### config.mk
export PLATFORM = sky130hd
export DESIGN_NAME = cpd_decoder
export DESIGN_NICKNAME = d
export VERILOG_FILES = /design/src/hw/cpd_pkg.sv /design/src/hw/cpd_sync.sv /design/src/hw/cpd_decoder.sv
export SDC_FILE = /design/constraint.sdc
export NUM_CORES = 1
export LEC_CHECK = 0
export ABC_AREA = 1
export BUFFER_PORTS_ARGS = -buffer_cell sky130_fd_sc_hd__buf_2
export CAP_MARGIN = 30
export CORE_MARGIN = 5
export CORE_UTILIZATION = 53
export CTS_CLUSTER_SIZE = 25
export DETAILED_ROUTE_END_ITERATION = 12
export PLACE_DENSITY = 0.76
export SYNTH_ARGS = -nofsm -noshare
export SYNTH_HDL_FRONTEND = slang
export SYNTH_SLANG_ARGS = --single-unit
### constraint.sdc
create_clock -name sys_clk -period 4.5 [get_ports sys_clk]
set_clock_uncertainty 0.2 [all_clocks]
set_input_delay 0.45 -clock sys_clk [delete_from_list [all_inputs] [get_ports sys_clk]]
set_output_delay 0.45 -clock sys_clk [all_outputs]
set_load 0.02 [all_outputs]
### src/hw/cpd_pkg.sv
// Constants, types and mode decode for the command pulse input decoder
`default_nettype none

package cpd_pkg;

  // --------------------------------------------------------------------
  // Mode setting
  // --------------------------------------------------------------------
  localparam int         MODE_W   = 4;
  localparam logic [3:0] MODE_MAX = 4'h9;
  localparam logic [3:0] NEG_BASE = 4'h5;
  localparam logic [3:0] MODE_RST = 4'h0;

  // --------------------------------------------------------------------
  // Timing
  // --------------------------------------------------------------------
  localparam int CLK_HZ       = 50_000_000;
  localparam int CLEAR_MIN_US = 20;
  // Least time, so round up to whole cycles
  localparam int CLEAR_CYC    =
    (CLEAR_MIN_US * CLK_HZ + 999_999) / 1_000_000;
  localparam int CLR_W        = $clog2(CLEAR_CYC + 1);

  // --------------------------------------------------------------------
  // Counter defaults
  // --------------------------------------------------------------------
  localparam int CNT_W_DEF = 16;

  // --------------------------------------------------------------------
  // Types
  // --------------------------------------------------------------------
  typedef enum logic [2:0] {
    FMT_PD,
    FMT_SEP,
    FMT_QX1,
    FMT_QX2,
    FMT_QX4
  } cpd_fmt_t;

  typedef struct packed {
    cpd_fmt_t fmt;
    logic     neg;
    logic     valid;
  } cpd_mode_t;

  typedef struct packed {
    logic clr;
    logic b;
    logic a;
  } cpd_pins_t;

  function automatic cpd_mode_t mode_decode(input logic [3:0] sel);
    cpd_mode_t m;
    logic [3:0] base;
    m.valid = (sel <= MODE_MAX);
    m.neg   = (sel >= NEG_BASE) && m.valid;
    base    = m.neg ? sel - NEG_BASE : sel;
    case (base)
      4'h0:    m.fmt = FMT_PD;
      4'h1:    m.fmt = FMT_SEP;
      4'h2:    m.fmt = FMT_QX1;
      4'h3:    m.fmt = FMT_QX2;
      4'h4:    m.fmt = FMT_QX4;
      default: m.fmt = FMT_PD;
    endcase
    return m;
  endfunction : mode_decode

endpackage : cpd_pkg

`default_nettype wire

### src/hw/cpd_sync.sv
// Two-flop synchroniser for the asynchronous command pins
`default_nettype none

module cpd_sync #(
  parameter int W = 3
) (
  // Clock and reset
  input  wire logic         sys_clk,
  input  wire logic         arst_n,
  // Data
  input  wire logic [W-1:0] d,
  output logic      [W-1:0] q
);

  logic [W-1:0] meta_r;
  logic [W-1:0] meta_nxt;
  logic [W-1:0] hold_r;
  logic [W-1:0] hold_nxt;

  // Only the second stage is read outside
  always_comb begin
    meta_nxt = d;
    hold_nxt = meta_r;
  end

  always_ff @(posedge sys_clk or negedge arst_n) begin
    if (!arst_n) begin
      meta_r <= '0;
      hold_r <= '0;
    end else begin
      meta_r <= meta_nxt;
      hold_r <= hold_nxt;
    end
  end

  assign q = hold_r;

endmodule : cpd_sync

`default_nettype wire

### src/hw/cpd_decoder.sv
// Command pulse input decoder: format select, step decode, clear filter
`default_nettype none

module cpd_decoder #(
  parameter int CNT_W = cpd_pkg::CNT_W_DEF
) (
  // Clock and reset
  input  wire logic                      sys_clk,
  input  wire logic                      arst_n,
  // Command pins, asynchronous
  input  wire logic                      cmd_a_in,
  input  wire logic                      cmd_b_in,
  input  wire logic                      deviation_clear_in,
  // Configuration, same clock
  input  wire logic [cpd_pkg::MODE_W-1:0] command_pulse_mode_select,
  // Position loop side
  output logic                           step_fwd,
  output logic                           step_rev,
  output logic      [CNT_W-1:0]          cmd_count,
  output logic                           clear_active,
  output logic                           mode_err
);

  // ----------------------------------------------------------------------
  // Parameter check
  // ----------------------------------------------------------------------
  if (CNT_W < 2 || CNT_W > 32) begin : g_bad_cnt_w
    $error("CNT_W must lie in 2..32");
  end

  // ----------------------------------------------------------------------
  // Pin synchronisation
  // ----------------------------------------------------------------------
  cpd_pkg::cpd_pins_t pins_raw;
  cpd_pkg::cpd_pins_t pins_s;

  assign pins_raw.clr = deviation_clear_in;
  assign pins_raw.b   = cmd_b_in;
  assign pins_raw.a   = cmd_a_in;

  cpd_sync #(
    .W ($bits(cpd_pkg::cpd_pins_t))
  ) u_sync (
    .sys_clk (sys_clk),
    .arst_n  (arst_n),
    .d       (pins_raw),
    .q       (pins_s)
  );

  // ----------------------------------------------------------------------
  // State
  // ----------------------------------------------------------------------
  logic [cpd_pkg::MODE_W-1:0] mode_r;
  logic [cpd_pkg::MODE_W-1:0] mode_nxt;
  logic                       a_prev_r;
  logic                       a_prev_nxt;
  logic                       b_prev_r;
  logic                       b_prev_nxt;
  logic                       step_fwd_r;
  logic                       step_fwd_nxt;
  logic                       step_rev_r;
  logic                       step_rev_nxt;
  logic [CNT_W-1:0]           cmd_count_r;
  logic [CNT_W-1:0]           cmd_count_nxt;
  logic [cpd_pkg::CLR_W-1:0]  clr_cnt_r;
  logic [cpd_pkg::CLR_W-1:0]  clr_cnt_nxt;
  logic                       clear_active_r;
  logic                       clear_active_nxt;
  logic                       mode_err_r;
  logic                       mode_err_nxt;
  logic [2:0]                 live_r;
  logic [2:0]                 live_nxt;

  cpd_pkg::cpd_mode_t mode;
  logic               a_eff;
  logic               b_eff;
  logic               a_peff;
  logic               b_peff;
  logic               a_rise;
  logic               a_fall;
  logic               b_rise;
  logic               b_fall;
  logic               fwd;
  logic               rev;

  localparam logic [cpd_pkg::CLR_W-1:0] CLR_LAST =
    cpd_pkg::CLR_W'(cpd_pkg::CLEAR_CYC - 1);
  localparam logic [cpd_pkg::CLR_W-1:0] CLR_FULL =
    cpd_pkg::CLR_W'(cpd_pkg::CLEAR_CYC);

  // ----------------------------------------------------------------------
  // Decode
  // ----------------------------------------------------------------------
  always_comb begin
    mode     = cpd_pkg::mode_decode(mode_r);
    // Previous levels are kept raw so a mode change makes no false edge
    a_eff    = pins_s.a ^ mode.neg;
    b_eff    = pins_s.b ^ mode.neg;
    a_peff   = a_prev_r ^ mode.neg;
    b_peff   = b_prev_r ^ mode.neg;
    a_rise   = a_eff & ~a_peff;
    a_fall   = ~a_eff & a_peff;
    b_rise   = b_eff & ~b_peff;
    b_fall   = ~b_eff & b_peff;
    fwd      = 1'b0;
    rev      = 1'b0;
    case (mode.fmt)
      cpd_pkg::FMT_PD: begin
        fwd = a_rise & b_eff;
        rev = a_rise & ~b_eff;
      end
      cpd_pkg::FMT_SEP: begin
        rev = a_rise;
        fwd = b_rise;
      end
      cpd_pkg::FMT_QX1: begin
        fwd = a_rise & ~b_eff;
        rev = a_rise & b_eff;
      end
      cpd_pkg::FMT_QX2: begin
        fwd = (a_rise & ~b_eff) | (a_fall & b_eff);
        rev = (a_rise & b_eff) | (a_fall & ~b_eff);
      end
      cpd_pkg::FMT_QX4: begin
        // Both phases moving at once has no defined sense: skipped
        if (!((a_rise | a_fall) && (b_rise | b_fall))) begin
          fwd = (a_rise & ~b_eff) | (a_fall & b_eff)
              | (b_rise & a_eff) | (b_fall & ~a_eff);
          rev = (a_rise & b_eff) | (a_fall & ~b_eff)
              | (b_rise & ~a_eff) | (b_fall & a_eff);
        end
      end
      default: begin
        fwd = 1'b0;
        rev = 1'b0;
      end
    endcase
    // Invalid setting or active clear blocks every command. Just after
    // reset the stages hold reset levels, not pin levels, so a pin idling
    // high would look like an edge: pins count from the fourth edge on
    if (!mode.valid || clear_active_r || !live_r[2]) begin
      fwd = 1'b0;
      rev = 1'b0;
    end
  end

  // ----------------------------------------------------------------------
  // Next state
  // ----------------------------------------------------------------------
  always_comb begin
    mode_nxt     = command_pulse_mode_select;
    live_nxt     = {live_r[1:0], 1'b1};
    mode_err_nxt = ~mode.valid;
    a_prev_nxt   = pins_s.a;
    b_prev_nxt   = pins_s.b;
    step_fwd_nxt = fwd;
    step_rev_nxt = rev;
    // Filter: short clear pulses are ignored, by design
    if (!pins_s.clr) begin
      clr_cnt_nxt = '0;
    end else if (clr_cnt_r == CLR_FULL) begin
      clr_cnt_nxt = clr_cnt_r;
    end else begin
      clr_cnt_nxt = clr_cnt_r + 1'b1;
    end
    clear_active_nxt = pins_s.clr
                     && (clr_cnt_r >= CLR_LAST);
    if (clear_active_r) begin
      cmd_count_nxt = '0;
    end else begin
      cmd_count_nxt = cmd_count_r
                    + CNT_W'(fwd) - CNT_W'(rev);
    end
  end

  always_ff @(posedge sys_clk or negedge arst_n) begin
    if (!arst_n) begin
      mode_r         <= cpd_pkg::MODE_RST;
      mode_err_r     <= 1'b0;
      live_r         <= '0;
      a_prev_r       <= 1'b0;
      b_prev_r       <= 1'b0;
      step_fwd_r     <= 1'b0;
      step_rev_r     <= 1'b0;
      clr_cnt_r      <= '0;
      clear_active_r <= 1'b0;
      cmd_count_r    <= '0;
    end else begin
      mode_r         <= mode_nxt;
      mode_err_r     <= mode_err_nxt;
      live_r         <= live_nxt;
      a_prev_r       <= a_prev_nxt;
      b_prev_r       <= b_prev_nxt;
      step_fwd_r     <= step_fwd_nxt;
      step_rev_r     <= step_rev_nxt;
      clr_cnt_r      <= clr_cnt_nxt;
      clear_active_r <= clear_active_nxt;
      cmd_count_r    <= cmd_count_nxt;
    end
  end

  assign step_fwd     = step_fwd_r;
  assign step_rev     = step_rev_r;
  assign cmd_count    = cmd_count_r;
  assign clear_active = clear_active_r;
  assign mode_err     = mode_err_r;
endmodule : cpd_decoder

`default_nettype wire

Word level (Yosys, flattened, before mapping)
Index checks and enable logic that the tools add are counted.

Bits in registers: 45. Output and inout port bits: 20. Logic and storage cells: 77.

Add/subtract/negate cells: 4. $lt $le $gt $ge: 3. Equal/unequal tests: 10. Multiplexer cells: 11. Bitwise gates (word level): 29. Reduce and logical (&&, ||, !) cells: 8.

Operators by type and width (count): 2-to-1 mux 10 bit (2); adder 16 x 1 -> 16 bit (1); 2-to-1 mux 16 bit (1); subtractor 16 x 1 -> 16 bit (1); AND 1 bit (12); case mux 3 bit (4 select lines) (1); adder 10 x 1 -> 10 bit, second input constant (1); == test 10 bit, second input constant (1); greater-or-equal comparator 10 bit, second input constant (1); case mux 1 bit (5 select lines) (2); == test 4 x 2 -> 1 bit, second input constant (2); OR 1 bit (8); == test 3 x 2 -> 1 bit, second input constant (2); inverter 1 bit (5); == test 4 x 1 -> 1 bit, second input constant (1); == test 4 x 3 -> 1 bit, second input constant (1); greater-or-equal comparator 4 x 3 -> 1 bit, second input constant (1); <= comparator 4 bit, second input constant (1); 2-to-1 mux 1 bit (4); 2-to-1 mux 4 bit (1); subtractor 4 x 3 -> 4 bit, second input constant (1); bitwise XOR 1 bit (4); == test 3 x 1 -> 1 bit, second input constant (1); == test 3 bit, second input constant (1); other kinds (5) (9).

Logic depth before layout (Yosys ltp)
Gate-level depths: netlist of run 1.

Depth after elaboration: 15. Mapped depth: 33. Mapped depth without buffers: 33.

By module
From an unflattened synthesis of run 1, not the netlist that was laid out.

Cells, all modules: 357. Area total of the unflattened synthesis: 2770.2 µm².

Modules (own cells, without submodules): cpd_decoder (instances 1, cells an instance 351, area each 2620.0 µm², sequential area each 975.9 µm²); cpd_sync (instances 1, cells an instance 6, area each 150.1 µm², sequential area each 150.1 µm²).

Worst setup path after synthesis of run 1
Ideal clock, no wire load.

Path kind: reg2reg. Start point: reg mode_r[0] (netlist bit). End point: reg cmd_count_r[12], in the netlist cmd_count[12]. Library setup time: 131 ps. Arrival time: 3911 ps. Path slack: 258 ps. Cell stages (with the launch flop): 30. Period minus slack after synthesis: 4242 ps. Path through: dfrtp_1 -> inv_2 -> ha_1 -> nand2_1 -> nand2_2 -> nand2_8 -> nand2_4 -> nand2_2 -> nand2_4 -> inv_1 -> ha_1 -> or2_2 -> nand3_1 -> nand2_1 -> nand2_1 -> nand3_1 -> nor2_1 -> nor2_2 -> ha_1 -> inv_1 -> ha_1 -> fa_1 -> nand2_1 -> nand3_1 -> o21ai_1 -> o21ai_2 -> a21oi_1 -> o21ai_1 -> xnor2_1 -> nor2_1.

Elaborated cells on any way between the ends: 56. Classes of those cells: add/sub: 3; order compare: 2; eq/ne: 8; mux: 9; bitwise: 28; reduce/logical: 6.

RTL lines: from (decl) (RTL line cpd_decoder.sv:53) `logic [cpd_pkg::MODE_W-1:0] mode_r;`; from (signal assigned) (RTL line cpd_decoder.sv:178) `mode_r <= cpd_pkg::MODE_RST;`; from (signal assigned) (RTL line cpd_decoder.sv:189) `mode_r <= mode_nxt;`; greater-or-equal comparator 4 x 3 -> 1 bit / <= comparator 4 bit (equally long branches) (RTL line cpd_pkg.sv:56, cpd_pkg.sv:55); logical AND 1 bit (RTL line cpd_pkg.sv:56) `m.neg = (sel >= NEG_BASE) && m.valid;`; bitwise XOR 1 bit, on equally long branches (RTL line cpd_decoder.sv:99, cpd_decoder.sv:97); inverter 1 bit, on equally long branches (RTL line cpd_decoder.sv:101, cpd_decoder.sv:102, cpd_decoder.sv:130); AND 1 bit, on equally long branches (RTL line cpd_decoder.sv:101, cpd_decoder.sv:102); AND 1 bit, on equally long branches (RTL line cpd_decoder.sv:118, cpd_decoder.sv:122, cpd_decoder.sv:129); OR 1 bit (RTL line cpd_decoder.sv:122, cpd_decoder.sv:129); OR 1 bit (2 in a row) (RTL line cpd_decoder.sv:130) `| (b_rise & ~a_eff) | (b_fall & a_eff);`; 2-to-1 mux 1 bit (RTL line cpd_decoder.sv:126) `if (!((a_rise | a_fall) && (b_rise | b_fall))) begin`; case mux 1 bit (5 select lines) (RTL line cpd_decoder.sv:107) `case (mode.fmt)`; 2-to-1 mux 1 bit * (RTL line cpd_decoder.sv:141) `if (!mode.valid || clear_active_r || !live_r[2]) begin`; via rev (RTL line cpd_decoder.sv:84) `logic rev;`; subtractor 16 x 1 -> 16 bit * (RTL line cpd_decoder.sv:172) `+ CNT_W'(fwd) - CNT_W'(rev);`; 2-to-1 mux 16 bit * (RTL line cpd_decoder.sv:168) `if (clear_active_r) begin`; via cmd_count_nxt[12] (RTL line cpd_decoder.sv:64) `logic [CNT_W-1:0] cmd_count_nxt;`; to (signal assigned) (RTL line cpd_decoder.sv:198) `cmd_count_r <= cmd_count_nxt;`; to (decl) (RTL line cpd_decoder.sv:63) `logic [CNT_W-1:0] cmd_count_r;`.

The timed path passes the listed nets; every way through them passes the cells marked *. A chain may end at the register's enable or synchronous reset.

Worst setup path after layout of run 1
Same ends and word-level chain as after synthesis.

==> metrics.md, run 1 <==
| Metric | Value |
|---|---|
| Worst R2R Start | `mode_r[0]` |
| Die width | `83.6 µm` |
| Final HPWL DP | `4.32 mm` |
| Final setup vio count | `0` |
| Pleak | `1.81 nW` |
| CTS Buf Count | `5` |
| WP data required | `4.48 ns` |
| Routed Antenna Nets | `0` |
| Mapped Nets | `393` |
| Worst Hold Class | `in -> reg` |
| Antenna violations before repair | `0` |
| Drt total wl | `roughly 6.3 mm` |
| Outcome | `finished, final reports clean` |
| Grt total ovfl | `0` |
| Starting density of the core | `0.556` |
| Share of cells above drive strength 1 | `0.275` |
| H-tree depth | `2` |
| F_max | `232 MHz` |
| DRT Pass-1 Iters | `4` |
| Number of global-route vias before repair | `around 2.3k` |
| First-pass GRT wire length | `9.89 mm` |
| Register area share after synthesis | `0.392` |
| RSZ-0062 raised after global routing | `true` |
| Routed WL per cell | `13.1 µm` |
| Startpoint types | `flip-flop` |
| Hold Violations, Final | `0` |
| Placeable Area | `0.00517 mm²` |
| CTS Buffer Depth | `2` |
| Finished Layout Cells | `about 480` |
| Final worst-path cycle share | `0.958` |
| Max Cap Viol | `0` |
| Most used cell, CP | `o21ai_2` |
| Setup crit end kind | `flip-flop` |
| Crit Path Category | `reg -> reg` |
| Crit path max fanout | `5` |
| Fin nets | `441` |
| Clk sinks | `45` |
| Drt drc | `0` |
| CTS tree | `built` |
| Synthesized area per cell | `8.01 µm²` |
| Dpl cells | `458` |
| Rows | `26` |
| Clock-pin slew on the worst setup and hold paths | `~0.080 ns` |
| Vias per cell | `5.21` |
| Min-delay src | `command_pulse_mode_select[0]` |
| Critical path's slowest cell | `dfrtp_2` |
| Arr. time, crit path | `4.29 ns` |
| Synth unique cells | `34` |
| Commonest non-fill, non-tap cell in the layout | `inv_1` |
| Gpl congestion | `0.870` |
| Via count | `2488` |
| N_diodes | `0` |
| Area grow syn2layout | `20.9%` |
| DRT iter0 DRCs | `104` |
| Hold slack | `0.0543 ns` |
| Port Buffer Count | `28` |
| Post-route minimum period | `4.31 ns` |
| Gr usage total | `0.168` |
| Synthesized area | `0.00287 mm²` |
| Largest area contributor in the netlist | `dfrtp_1` |
| Peak supply drop | `0.000500 V` |
| Clock Latency Late Sink | `0.29 ns` |
| Fill count | `428` |
| Crit path from | `mode_r[0]` |
| Largest net degree at the start of global routing | `31` |
| Slowest stage delay, CP | `0.45 ns` |
| Die area | `0.00700 mm²` |
| Most frequent cells in the layout | `inv_1 (57), nand2_1 (49), dfrtp_1 (44), nor2_1 (32), buf_2 (28)` |
| PD cells | `640 mW/mm²` |
| Die Y | `approximately 84 µm` |
| Post-synthesis register bit count | `between 40 and 50` |
| Synth area leaders | `dfrtp_1 (39%), ha_1 (10%), inv_1 (8.0%), nand2_1 (6.8%), nand3_1 (4.9%)` |
| Syn Inst Count | `359` |
| Max-slew violations | `0` |
| Ports | `29` |
| Root Driver | `clkbuf_8` |
| Syn. warnings | `0` |
| Post-synth top area share | `0.392` |
==> cells by family (layout without fill, tap and decap cells) <==
| group | count (synthesis) | in the layout | synth area share |
|---|---|---|---|
| and+or+nand+nor | 154 | 155 | 0.268 |
| buffers and inverters | 69 | 117 | 0.0927 |
| AOI/OAI and AO/OA | 58 | 58 | 0.114 |
| DFF | 45 | 45 | 0.392 |
| adders and majority gates | 25 | 25 | 0.111 |
| xor gates and xnor gates | 7 | 7 | 0.0213 |
| other | 1 | 1 | 0.00130 |
==> registers in the layout, indices dropped and copies added (netlist names), 3 cells and up <==
signal,cells
mode_r,4
clr_cnt_r,10
u_sync.q,3
cmd_count,16
u_sync.hold_nxt,3
live_r,3
==> critical path, delay by kind of cell, from the launching register on <==
kind | cells | cell delay [ns]
buffers and inverters | 3 | 0.18
AND/OR/NAND/NOR | 12 | 1.22
flip-flops | 1 | 0.45
adder cells (fa/ha/maj) | 5 | 1.19
AO/OA/AOI/OAI | 5 | 0.65
XOR/XNOR | 2 | 0.29
==> per-layer routing <==
| layer | wire length (µm) | track usage | up-vias |
|---|---|---|---|
| met5 | 0 | 0 | - |
| met4 | 133 | 0.0497 | 0 |
| met3 | 312 | 0.0365 | 15 |
| li1 | - | - | 1249 |
| met1 | 2700 | 0.216 | 1149 |
| met2 | 3110 | 0.285 | 75 |
==> layout make-up <==
cell class                 instances  area (µm²)  share of cell area
multi-input combinational        246        1630               0.469
tap                               70        87.6              0.0252
clock inverter                     1        30.0             0.00864
timing repair buffer              42         260              0.0749
clock buffer                       7        86.3              0.0248
sequential                        45        1130               0.324
inverter                          67         254              0.0731
==> power by group <==
part | switching [W] | internal [W]
logic | 0.000824 | 0.000508
clock network | 0.000134 | 0.000181
registers | 0.0000710 | 0.000506
total | 0.00103 | 0.00120
==> synthesized netlist by cell type (all sizes together) <==
cell type   n
xnor2       2
a21o        2
clkbuf      1
conb        1
inv        67
nand2      71
a21oi      26
a211oi      1
a221oi      1
ha         24
a22oi       1
fa          1
nand3b      1
nand3      33
or2         1
dfrtp      45
o21bai      2
nor4        1
buf         1
nand4       1
xor2        5
a31oi       1
nor2       39
nor3        7
o21ai      24
==> what timing repair did <==
item                                    in CTS  in global routing
hold buffers                                 1                  0
setup buffers                                0                 10
resized for setup                            5                 26
cloned                                       0                  1
hold endpoints to repair                    15                  0
endpoints found under the setup margin       2                 10
pin swaps                                    0                 19
==> stage by stage <==
step / total power (W) / TNS (ns) / util / worst slack [ns] / instance area [µm²]
after floorplan: 0.00154 / 0 / - / 0.258 / 2870
after global placement: 0.00180 / 0 / 0.600 / 0.132 / 3100
after detailed placement: 0.00183 / -0.131 / 0.604 / -0.110 / 3120
after CTS: 0.00217 / 0 / 0.630 / 0.0252 / 3260
after global routing: 0.00245 / -0.0472 / 0.672 / -0.0472 / 3470
final: 0.00222 / 0 / 0.672 / 0.191 / 3470
==> worst paths after layout <==
| check | to | slack (ns) | cells past startpoint |
|---|---|---|---|
| min in group asynchronous | step_rev | 0.41 | 2 |
| setup reg to reg | cmd_count[12] | 0.19 | 27 |
| setup / recovery | cmd_count[12] | 0.19 | 27 |
| hold / removal | mode_r[0] | 0.05 | 1 |
| hold reg to reg | u_sync.q[2] | 0.15 | 0 |
| max in group asynchronous | clear_active | 3.20 | 3 |
Note: power is estimated with default switching activity, not from simulation.
==> run 2, diff against run 1 <==
--- a/config.mk
+++ b/config.mk
@@ -12,6 +12,7 @@
 export CORE_UTILIZATION = 53
 export CTS_CLUSTER_SIZE = 25
 export DETAILED_ROUTE_END_ITERATION = 12
+export MAX_ROUTING_LAYER = met4
 export PLACE_DENSITY = 0.76
 export SYNTH_ARGS = -nofsm -noshare
 export SYNTH_HDL_FRONTEND = slang
==> metrics.md, run 2 (synthesis gave the netlist of run 1 again) <==
| Metric | Value |
|---|---|
| Setup crit end kind | `flip-flop` |
| Peak supply drop | `0.000501 V (+0.14%)` |
| Slowest stage delay, CP | `0.47 ns (+0.02 ns)` |
| Critical path destination | `cmd_count[12]` |
| N_diodes | `0 (unchanged)` |
| Antenna violations before repair | `0 (unchanged)` |
| Placeable Area | `0.00517 mm² (unchanged)` |
| FF-to-FF End | `cmd_count[12]` |
| Arr. time, crit path | `4.30 ns (about the same)` |
| Outcome | `finished, final reports clean` |
| Drt total wl | `6.26 mm (about the same)` |
| Dpl cells | `458 (unchanged)` |
| Startpoint types | `flip-flop` |
| Port Buffer Count | `28 (unchanged)` |
| Max reg flops | `16 (unchanged)` |
| Final setup vio count | `0 (unchanged)` |
| First-pass GRT wire length | `9.87 mm (-0.27%)` |
| Die width | `83.6 µm (unchanged)` |
| Power Total | `0.00223 W (+0.12%)` |
| CTS tree | `built` |
| DRT iter0 DRCs | `111 (+6.7%)` |
| FF-to-FF path depth | `29 (+7.4%)` |
| Die Y | `83.6 µm (unchanged)` |
| Critical path's slowest cell | `dfrtp_2` |
| WP data required | `4.48 ns (about the same)` |
| Multi-input logic area | `0.00163 mm² (unchanged)` |
| Commonest non-fill, non-tap cell in the layout | `inv_1` |
| Clock Latency Late Sink | `0.29 ns (about the same)` |
| Gpl congestion | `0.884 (+1.6%)` |
| Fin nets | `441 (unchanged)` |
| Rows | `26 (unchanged)` |
| Root Driver | `clkbuf_8` |
| Crit Path Category | `reg -> reg` |
| Clk sinks | `45 (unchanged)` |
| CTS Buffer Depth | `2 (unchanged)` |
| Starting density of the core | `0.556 (unchanged)` |
| Crit path from | `mode_r[0]` |
| Hold slack | `0.0547 ns (+0.000397 ns)` |
| TNS Setup | `0 ns (unchanged)` |
| Reg2reg setup slack | `0.18 ns (about the same)` |
| Routed WL per cell | `13.1 µm (about the same)` |
| Grt total ovfl | `0 (unchanged)` |
| Clock-pin slew on the worst setup and hold paths | `0.08 ns (about the same)` |
| PD cells | `641 mW/mm² (+0.12%)` |
| Fill count | `428 (unchanged)` |
| RSZ-0062 raised after global routing | `true` |
| Pleak | `1.81 nW (unchanged)` |
| Post-route minimum period | `4.32 ns (+0.0105 ns)` |
| Area grow syn2layout | `20.9% (unchanged)` |
| Hold Violations, Final | `0 (unchanged)` |
| Vias per cell | `5.17 (-0.60%)` |
| Final HPWL DP | `4.32 mm (unchanged)` |
| Ports | `29 (unchanged)` |
| H-tree depth | `2 (unchanged)` |
| Gr usage total | `0.173 (+0.00411)` |
| Register area | `0.00113 mm² (unchanged)` |
| DRT Pass-1 Iters | `4 (unchanged)` |
| Share of cells above drive strength 1 | `0.275 (unchanged)` |
| Drt drc | `0 (unchanged)` |
| Final core utilization | `0.672 (unchanged)` |
| CTS Buf Count | `5 (unchanged)` |
| Die area | `0.00700 mm² (unchanged)` |
| Min-delay src | `command_pulse_mode_select[0]` |
| F_max | `232 MHz (-0.24%)` |
| Crit path max fanout | `5 (unchanged)` |
| Via count | `2473 (-0.60%)` |
| Worst Hold Class | `in -> reg` |
| Routed Antenna Nets | `0 (unchanged)` |
| Final worst-path cycle share | `0.960 (+0.00234)` |
| Most frequent cells in the layout | `inv_1 (57), nand2_1 (49), dfrtp_1 (44), nor2_1 (32), buf_2 (28)` |
| Worst R2R Start | `mode_r[0]` |
| Max Cap Viol | `0 (unchanged)` |
| Number of global-route vias before repair | `2324 (-0.13%)` |
| Finished Layout Cells | `478 (unchanged)` |
| Largest net degree at the start of global routing | `31 (unchanged)` |
| Max-slew violations | `0 (unchanged)` |
run 2: cell counts in the layout (fill, tap and decap cells not counted):
No cell type changed its count.
run 2: worst min-delay path by stage:
stage | end | slack, ns | cells past startpoint
after floorplan | a_prev_r | -0.05 | 0
after global placement | u_sync.q[2] | 0.13 | 0
final | mode_r[0] | 0.05 | 1
after global routing | mode_r[0] | 0.04 | 1
after CTS | mode_r[1] | 0.04 | 1
after detailed placement | u_sync.q[2] | 0.14 | 0
run 2: metrics by stage:
step / worst slack [ns] / cell area (µm²)
3_3_place_gp: 0.132 / 3100
5_1_grt: -0.0498 / 3470
4_1_cts: 0.0252 / 3260
2_1_floorplan: 0.258 / 2870
6_report: 0.181 / 3470
3_5_place_dp: -0.110 / 3120
run 2: layer usage:
layer	vias up	global-route usage	routed length, µm
met1	1148	0.216	2760
met2	55	0.285	3090
met3	18	0.0336	255
met5	-	-	0
li1	1252	-	-
met4	0	0.0497	146
run 2: area by class of cell:
cell class	count	share of cell area
Tap cell	70	0.0252
Clock inverter	1	0.00864
Sequential cell	45	0.324
Multi-Input combinational cell	246	0.469
Timing Repair Buffer	42	0.0749
Clock buffer	7	0.0248
Inverter	67	0.0731
run 2: worst max-delay path: cells and delay by family, from the launching register on:
family	cells	cell delay (ns)
simple gates	15	1.30
fa+ha+maj	5	1.17
compound gates	4	0.50
flops	1	0.47
buf+inv	4	0.41
xor+xnor	1	0.16
run 2: power breakdown:
part | internal (W) | total (W) | switching, W | leakage [nW]
logic | 0.000508 | 0.00133 | 0.000826 | 1.21
registers | 0.000506 | 0.000578 | 0.0000718 | 0.548
clock network | 0.000181 | 0.000314 | 0.000133 | 0.0585
total | 0.00120 | 0.00223 | 0.00103 | 1.81
run 2: timing repair:
item | 4_1_cts | 5_1_grt
buffers inserted | 0 | 10
endpoints found under the setup margin | 2 | 10
gates resized for setup | 5 | 26
hold endpoints to repair | 15 | 0
pin swaps | 0 | 19
hold buffers | 1 | 0
cloned | 0 | 1
